**src/pkg/isoops_pkg.sv**
```systemverilog
/*
  isoops_pkg: opcode patterns, field positions, reset values and timing for the
  increment-skip and OR instruction decoder.
  assumes: 12-bit instruction words, 8-bit data path, 5-bit file address.
*/
package isoops_pkg;
  localparam int unsigned INSN_W = 12;
  localparam int unsigned DATA_W = 8;
  localparam int unsigned ADDR_W = 5;
  // opcode patterns: the word masked by the mask must equal the pattern
  localparam logic [11:0] INC_SKIP_MASK = 12'hFC0;
  localparam logic [11:0] INC_SKIP_PAT = 12'h3C0;
  localparam logic [11:0] OR_REG_MASK = 12'hFC0;
  localparam logic [11:0] OR_REG_PAT = 12'h100;
  localparam logic [11:0] OR_LIT_MASK = 12'hF00;
  localparam logic [11:0] OR_LIT_PAT = 12'hD00;
  // field positions
  localparam int unsigned DEST_BIT = 5;
  localparam int unsigned ADDR_LSB = 0;
  localparam int unsigned LIT_LSB = 0;
  // destination bit encoding
  localparam logic DEST_ACC = 1'h0;
  localparam logic DEST_REG = 1'h1;
  // reset values
  localparam logic [7:0] ACC_RESET = 8'h00;
  localparam logic ZERO_RESET = 1'h0;
  localparam logic FILE_WE_RESET = 1'h0;
  localparam logic [7:0] FILE_WDATA_RESET = 8'h00;
  localparam logic [4:0] FILE_WADDR_RESET = 5'h00;
  localparam logic FLUSH_RESET = 1'h0;
  localparam logic DONE_RESET = 1'h0;
  // the skip slot: one extra cycle
  localparam int unsigned SKIP_CYCLES = 1;
  typedef enum logic [1:0] {
    ISOOPS_OP_NONE = 2'b00,
    ISOOPS_OP_INC_SKIP = 2'b01,
    ISOOPS_OP_OR_LIT = 2'b10,
    ISOOPS_OP_OR_REG = 2'b11
  } isoops_op_t;
endpackage

```
**src/verilog/isoops_core.sv**
```systemverilog
/*
  isoops_core: executes the increment-skip-if-zero, OR-literal and OR-register
  instruction words for a small 8-bit core.
  assumes: the fetch logic presents one instruction per clock with insn_valid;
  the register file answers file_rdata combinationally for file_addr; the core
  honours flush by replacing the already-fetched next word with a no-operation.
*/
// Overview of operation
// RULE1: increment-skip opcode adds one to register
// RULE2: destination bit 0 accumulator, 1 register
// RULE3: zero sum flushes next word, no flags
// RULE4: literal OR into accumulator, zero updated
// RULE5: register OR routed by destination, zero updated
// RULE6: zero set on zero result; single-cycle ORs
`timescale 1ns/1ps
module isoops_core (
  // clock and reset
  input wire logic clk,
  input wire logic reset,
  // instruction in
  input wire logic insn_valid,
  input wire logic [11:0] insn,
  // file register port
  output logic [4:0] file_addr,
  input wire logic [7:0] file_rdata,
  output logic file_we_ff,
  output logic [7:0] file_wdata_ff,
  output logic [4:0] file_waddr_ff,
  // core state
  output logic [7:0] acc_ff,
  output logic zero_ff,
  output logic flush_ff,
  output logic done_ff
);
  // one masked pattern test, shared by every opcode below
  function automatic logic isoops_match(input logic [11:0] w, input logic [11:0] mask, input logic [11:0] pat);
    return ((w & mask) == pat);
  endfunction

  // decoding used for execution only; file_addr comes straight from the word fields
  function automatic isoops_pkg::isoops_op_t isoops_decode(input logic [11:0] w);
    if (isoops_match(w, isoops_pkg::INC_SKIP_MASK, isoops_pkg::INC_SKIP_PAT)) begin
      return isoops_pkg::ISOOPS_OP_INC_SKIP;
    end else if (isoops_match(w, isoops_pkg::OR_LIT_MASK, isoops_pkg::OR_LIT_PAT)) begin
      return isoops_pkg::ISOOPS_OP_OR_LIT;
    end else if (isoops_match(w, isoops_pkg::OR_REG_MASK, isoops_pkg::OR_REG_PAT)) begin
      return isoops_pkg::ISOOPS_OP_OR_REG;
    end else begin
      return isoops_pkg::ISOOPS_OP_NONE;
    end
  endfunction

  // the opcodes fix the word layout, so the package widths must match the ports
  if (isoops_pkg::INSN_W != $bits(insn)) begin : g_check_insn_w
    $error("instruction width does not match the insn port");
  end
  if (isoops_pkg::DATA_W != $bits(acc_ff)) begin : g_check_data_w
    $error("data width does not match the accumulator port");
  end
  if (isoops_pkg::ADDR_W != $bits(file_addr)) begin : g_check_addr_w
    $error("address width does not match the file_addr port");
  end
  // the destination bit must sit above the address field and inside the word
  if (isoops_pkg::ADDR_LSB + isoops_pkg::ADDR_W > isoops_pkg::DEST_BIT) begin : g_check_dest_pos
    $error("destination bit overlaps the address field");
  end
  if (isoops_pkg::DEST_BIT >= isoops_pkg::INSN_W) begin : g_check_dest_range
    $error("destination bit lies outside the word");
  end
  if (isoops_pkg::LIT_LSB + isoops_pkg::DATA_W > isoops_pkg::INSN_W) begin : g_check_lit_range
    $error("literal field lies outside the word");
  end
  // flush_ff covers a single slot; a longer skip would need a counter here
  if (isoops_pkg::SKIP_CYCLES != 1) begin : g_check_skip
    $error("only a one-slot skip is supported");
  end

  isoops_pkg::isoops_op_t op;
  logic dest;
  logic [7:0] lit;
  logic [7:0] sum;
  logic [7:0] or_lit;
  logic [7:0] or_reg;
  logic [7:0] result;
  logic writes_reg;
  logic writes_acc;
  logic sets_zero;
  logic nxt_flush;
  logic [7:0] nxt_acc;
  logic nxt_zero;
  logic nxt_file_we;
  logic [7:0] nxt_file_wdata;
  logic [4:0] nxt_file_waddr;
  logic nxt_done;

  // operand fields
  assign file_addr = insn[isoops_pkg::ADDR_LSB +: isoops_pkg::ADDR_W];
  assign dest = insn[isoops_pkg::DEST_BIT];
  assign lit = insn[isoops_pkg::LIT_LSB +: isoops_pkg::DATA_W];

  // all results form every cycle; the decoder picks one, trading area for a short path
  assign sum = file_rdata + 8'h01; // RULE1
  assign or_lit = acc_ff | lit; // RULE4
  assign or_reg = acc_ff | file_rdata; // RULE5

  // the word in the flushed slot is ignored, so a skip never chains into a second skip
  always_comb begin
    op = isoops_pkg::ISOOPS_OP_NONE;
    if (insn_valid && !flush_ff) begin // RULE3
      op = isoops_decode(insn);
    end
  end

  // result steering
  always_comb begin
    result = 8'h00;
    writes_reg = 1'h0;
    writes_acc = 1'h0;
    sets_zero = 1'h0;
    nxt_flush = 1'h0;
    case (op)
      isoops_pkg::ISOOPS_OP_INC_SKIP: begin
        result = sum; // RULE1
        writes_reg = (dest == isoops_pkg::DEST_REG); // RULE2
        writes_acc = (dest == isoops_pkg::DEST_ACC); // RULE2
        nxt_flush = (sum == 8'h00); // RULE3
      end
      isoops_pkg::ISOOPS_OP_OR_LIT: begin
        result = or_lit; // RULE4
        writes_acc = 1'h1; // RULE4
        sets_zero = 1'h1; // RULE4
      end
      isoops_pkg::ISOOPS_OP_OR_REG: begin
        result = or_reg; // RULE5
        writes_reg = (dest == isoops_pkg::DEST_REG); // RULE2
        writes_acc = (dest == isoops_pkg::DEST_ACC); // RULE2
        sets_zero = 1'h1; // RULE5
      end
      default: begin
        result = 8'h00;
      end
    endcase
  end

  // accumulator holds unless an instruction routes its result there
  always_comb begin
    nxt_acc = acc_ff;
    if (writes_acc) begin
      nxt_acc = result; // RULE2
    end
  end

  // zero flag; the skip instruction leaves it alone
  always_comb begin
    nxt_zero = zero_ff; // RULE3
    if (sets_zero) begin
      nxt_zero = (result == 8'h00); // RULE6
    end
  end

  // file write-back request from the same cycle's decode
  always_comb begin
    nxt_file_we = writes_reg; // RULE2
    nxt_file_wdata = result;
    nxt_file_waddr = file_addr;
  end

  // completion for each executed word; ORs finish in their own cycle
  assign nxt_done = (op != isoops_pkg::ISOOPS_OP_NONE); // RULE6

  // accumulator
  always_ff @(posedge clk) begin
    if (reset) begin
      acc_ff <= isoops_pkg::ACC_RESET;
    end else begin
      acc_ff <= nxt_acc;
    end
  end

  // zero flag
  always_ff @(posedge clk) begin
    if (reset) begin
      zero_ff <= isoops_pkg::ZERO_RESET;
    end else begin
      zero_ff <= nxt_zero;
    end
  end

  // write strobe, registered so the write lands at the cycle's end
  always_ff @(posedge clk) begin
    if (reset) begin
      file_we_ff <= isoops_pkg::FILE_WE_RESET;
    end else begin
      file_we_ff <= nxt_file_we;
    end
  end

  // write data and address follow every cycle; only the strobe qualifies them
  always_ff @(posedge clk) begin
    if (reset) begin
      file_wdata_ff <= isoops_pkg::FILE_WDATA_RESET;
      file_waddr_ff <= isoops_pkg::FILE_WADDR_RESET;
    end else begin
      file_wdata_ff <= nxt_file_wdata;
      file_waddr_ff <= nxt_file_waddr;
    end
  end

  // flush marks the next slot as a no-operation: the skip costs one extra cycle
  always_ff @(posedge clk) begin
    if (reset) begin
      flush_ff <= isoops_pkg::FLUSH_RESET;
    end else begin
      flush_ff <= nxt_flush; // RULE3
    end
  end

  // completion pulse
  always_ff @(posedge clk) begin
    if (reset) begin
      done_ff <= isoops_pkg::DONE_RESET;
    end else begin
      done_ff <= nxt_done;
    end
  end
endmodule
```
**config.mk**
```make
export PLATFORM = sky130hd
export DESIGN_NAME = isoops_core
export DESIGN_NICKNAME = d
export VERILOG_FILES = /design/src/pkg/isoops_pkg.sv /design/src/verilog/isoops_core.sv
export SDC_FILE = /design/constraint.sdc
export NUM_CORES = 1
export LEC_CHECK = 0
export BUFFER_PORTS_ARGS = -buffer_cell sky130_fd_sc_hd__buf_2
export CORE_ASPECT_RATIO = 1.5
export CORE_MARGIN = 4
export CORE_UTILIZATION = 48
export CTS_CLUSTER_SIZE = 25
export DETAILED_ROUTE_END_ITERATION = 8
export GPL_TIMING_DRIVEN = 1
export PLACE_DENSITY = 0.87
export SLEW_MARGIN = 10
export SYNTH_ARGS = -nofsm -noshare
export SYNTH_HDL_FRONTEND = slang
export SYNTH_SLANG_ARGS = --single-unit
```
**constraint.sdc**
```tcl
create_clock -name clk -period 2.56 [get_ports clk]
set_clock_uncertainty 0.2 [all_clocks]
set_input_delay 0.384 -clock clk [delete_from_list [all_inputs] [get_ports clk]]
set_output_delay 0.384 -clock clk [all_outputs]
set_load 0.02 [all_outputs]
```
==> metrics.md <==
| Metric | Value |
|---|---|
| Mapped Avg Cell Area | `around 8.3 µm²` |
| Clock Latency Late Sink | `0.26 ns` |
| Num CTS Buffers | `3` |
| Max clock buf depth | `2` |
| Overflow after GRT | `0` |
| Post-Syn Nets | `186` |
| Worst-path clk slew | `0.08 ns` |
| Total number of vias | `1409` |
| Synth area leader | `dfxtp_1` |
| Sw Ratio | `26.24%` |
| Total GRT Usage | `approximately 20%` |
| Nets | `roughly 240` |
| Post-synthesis sequential area ratio | `roughly 37%` |
| Starting Density | `50.54%` |
| Worst Setup End Kind | `flop` |
| Power density over the cells | `454.6 nW/µm²` |
| Dominant cells by area after synthesis | `dfxtp_1 (37%), nor2_1 (5.8%), a21oi_1 (3.7%)` |
| Worst R2R Path Depth | `6` |
| DRC Markers | `0` |
| FFs w/ async S/R, synth | `0%` |
| Startpoint Class | `primary input` |
| Worst EP required | `approximately 2.5 ns` |
| Footprint of the multi-input gates | `768.2 µm²` |
| Max-capacitance violation count | `0` |
| Setup violations, final | `0` |
| Core area | `about 2700 µm²` |
| CTS Sinks | `25` |
| Largest net degree at the start of global routing | `21` |
| FP Rows | `23` |
| Min cycle time layout | `2.144 ns` |
| Lkg Pwr | `0.7718 nW` |
| Synthesized area | `1353 µm²` |
| I/O pins | `53` |
| Register area | `~500 µm²` |
| Synthesis Warnings | `0` |
| Final core utilization | `between 60 and 70%` |
| Logic pwr share | `17.7%` |
| Finished Cell Area | `~1700 µm²` |
| Worst-margin pin slew | `about 0.61 ns` |
| Routed len/inst | `~15 µm` |
| Hold depth | `2` |
| Placed Area | `1628 µm²` |
| Hold crit path type | `in2reg` |
| Slew margin rel. | `58.87%` |
| Main synth FF type | `dfxtp_1` |
| Initial antenna violation count | `0` |
| Sequential Power Share | `53.1%` |
| Initial DRC count | `53` |
| Hpwl dp | `2970 µm` |
| EDFF count, synth | `0` |
| Synth top cells by count | `dfxtp_1 (25), nor2_1 (21), a21oi_1 (10)` |
| RSZ-0062 raised after global routing | `false` |
| Fmax | `466.4 MHz` |
| Psw | `around 0.0002 W` |
| Final GP Congestion | `0.9682` |
| CTS tree | `yes` |
| Slew Viols, Final | `0` |
| Status | `completed` |
| Die area | `roughly 3700 µm²` |
| Layout cells sized above 1 | `34.12%` |
| Syn-to-layout area delta | `23.68%` |
| Post-Route WL | `3621 µm` |
| Die width | `~51 µm` |
| Fin crit share | `83.75%` |
| Worst Path Arrival | `2.11 ns` |
| Cell Int Power | `0.0005609 W` |
| Clk root buf | `clkbuf_8` |
| Final Hold Vio Count | `0` |
| Setup bufs post-CTS | `0` |
| Synth top area share | `a little under two fifths` |
| H-tree levels | `1` |
| Die Y | `73.02 µm` |
| Synth unique cells | `51` |
| Clock power frac | `29.2%` |
| Vias in the first global route | `1327` |
| Syn Inst Count | `approximately 160` |
| Top-count cell post-synth | `dfxtp_1` |
| Crit Path Max Fanout | `9` |
| Antenna diodes | `0` |
| Drt pass-1 iters | `5` |
| Layout fillers | `258` |
| Setup Crit Path Kind | `in2reg` |
| Resized Gates After CTS | `0` |
| Drt via density | `5.681` |
| Port bufs | `52` |
| #FFs+latches synth | `25` |
| Antenna viol nets, final | `0` |
| Worst vdd ir | `0.2813 mV` |
| First-pass GRT wire length | `5851 µm` |
| Setup_tns | `0 ns` |
| Post-CTS Hold Fix Bufs | `0` |
## worst max-delay path, cell delays in order
cell,delay [ns]
buf_2,0.13
or4_4,0.58
a211o_2,0.40
o22ai_1,0.24
a21oi_1,0.11
a211oi_1,0.27
## layout by cell type (no fill, tap or decap), types with 2 or more instances in the layout
master    synthesis  final
nand2_1           9      9
o22ai_1           2      2
clkbuf_8          0      3
a21oi_1          10     10
and2_1            2      2
nand2b_1          2      2
and3_1            2      2
a22oi_1           3      3
nand4_1           2      2
nor2_1           21     21
a211oi_1          5      5
nor3_1            8      8
mux2i_1           3      3
o21ai_0           2      2
nor2b_1           5      5
or2_2             3      3
xnor2_1           3      3
dfxtp_1          25     25
or3_1             4      4
buf_4             5      6
inv_1             2      2
buf_2             1     52
nand3_1           6      6
o31ai_1           5      5
## final cells by class
class	count	area share (%)
clock buffers	4	2.693
inverters	2	0.4488
multi-input cells	122	45.92
flip-flops and latches	25	29.92
well taps	37	2.767
repair buffers	58	18.25
## worst paths after layout
kind,startpoint,to,slack [ns]
hold reg to reg,zero_ff,zero_ff,0.33
hold / removal,insn[3],file_waddr_ff[3],0.17
setup reg to reg,flush_ff,acc_ff[7],0.46
setup / recovery,insn[7],acc_ff[7],0.42
## per-stage QoR
step	total power [W]	instances	hold slack, ns	setup WS (ns)
final	0.0007605	248	0.1693	0.4160
after global routing	0.0007922	248	0.1784	0.2875
after CTS	0.0007620	248	0.1741	0.4124
after detailed placement	0.0005460	244	0.3099	0.1599
after global placement	0.0005436	244	0.3167	0.1673
after floorplan	0.0004975	162	0.3122	0.2322
## registers in the layout, indices dropped and copies added, names as in the netlist
signal         count
file_wdata_ff      8
file_waddr_ff      5
zero_ff            1
acc_ff             8
flush_ff           1
file_we_ff         1
done_ff            1
## power groups by stage
stage	clock network (W)	registers [W]	logic, W
floorplan	0	0.000424	0.0000731
global placement	0	0.000413	0.000131
detailed placement	0	0.000413	0.000133
CTS	0.000225	0.000404	0.000134
global route	0.000240	0.000405	0.000147
finish	0.000222	0.000404	0.000135
## cell families (layout without fill, tap and decap cells)
kind of cell               count (synthesis)  in the layout  synth area share, %
and+or+nand+nor                           71             71                27.66
AOI/OAI and AO/OA                         42             42                22.57
DFF                                       25             25                37.00
buffers and inverters                     15             64                6.198
xor gates and xnor gates                   4              4                2.591
muxes                                      4              4                3.053
adders and majority gates                  1              1               0.9249
## routing by layer
metal / vias up / share of wire, % / track usage [%]
met5: - / 0 / 0
li1: 690 / - / -
met1: 626 / 37 / 22.50
met2: 77 / 52 / 36.30
met3: 16 / 7.6 / 3.067
met4: 0 / 3.2 / 9.329
(Power assumes the default switching activity.)
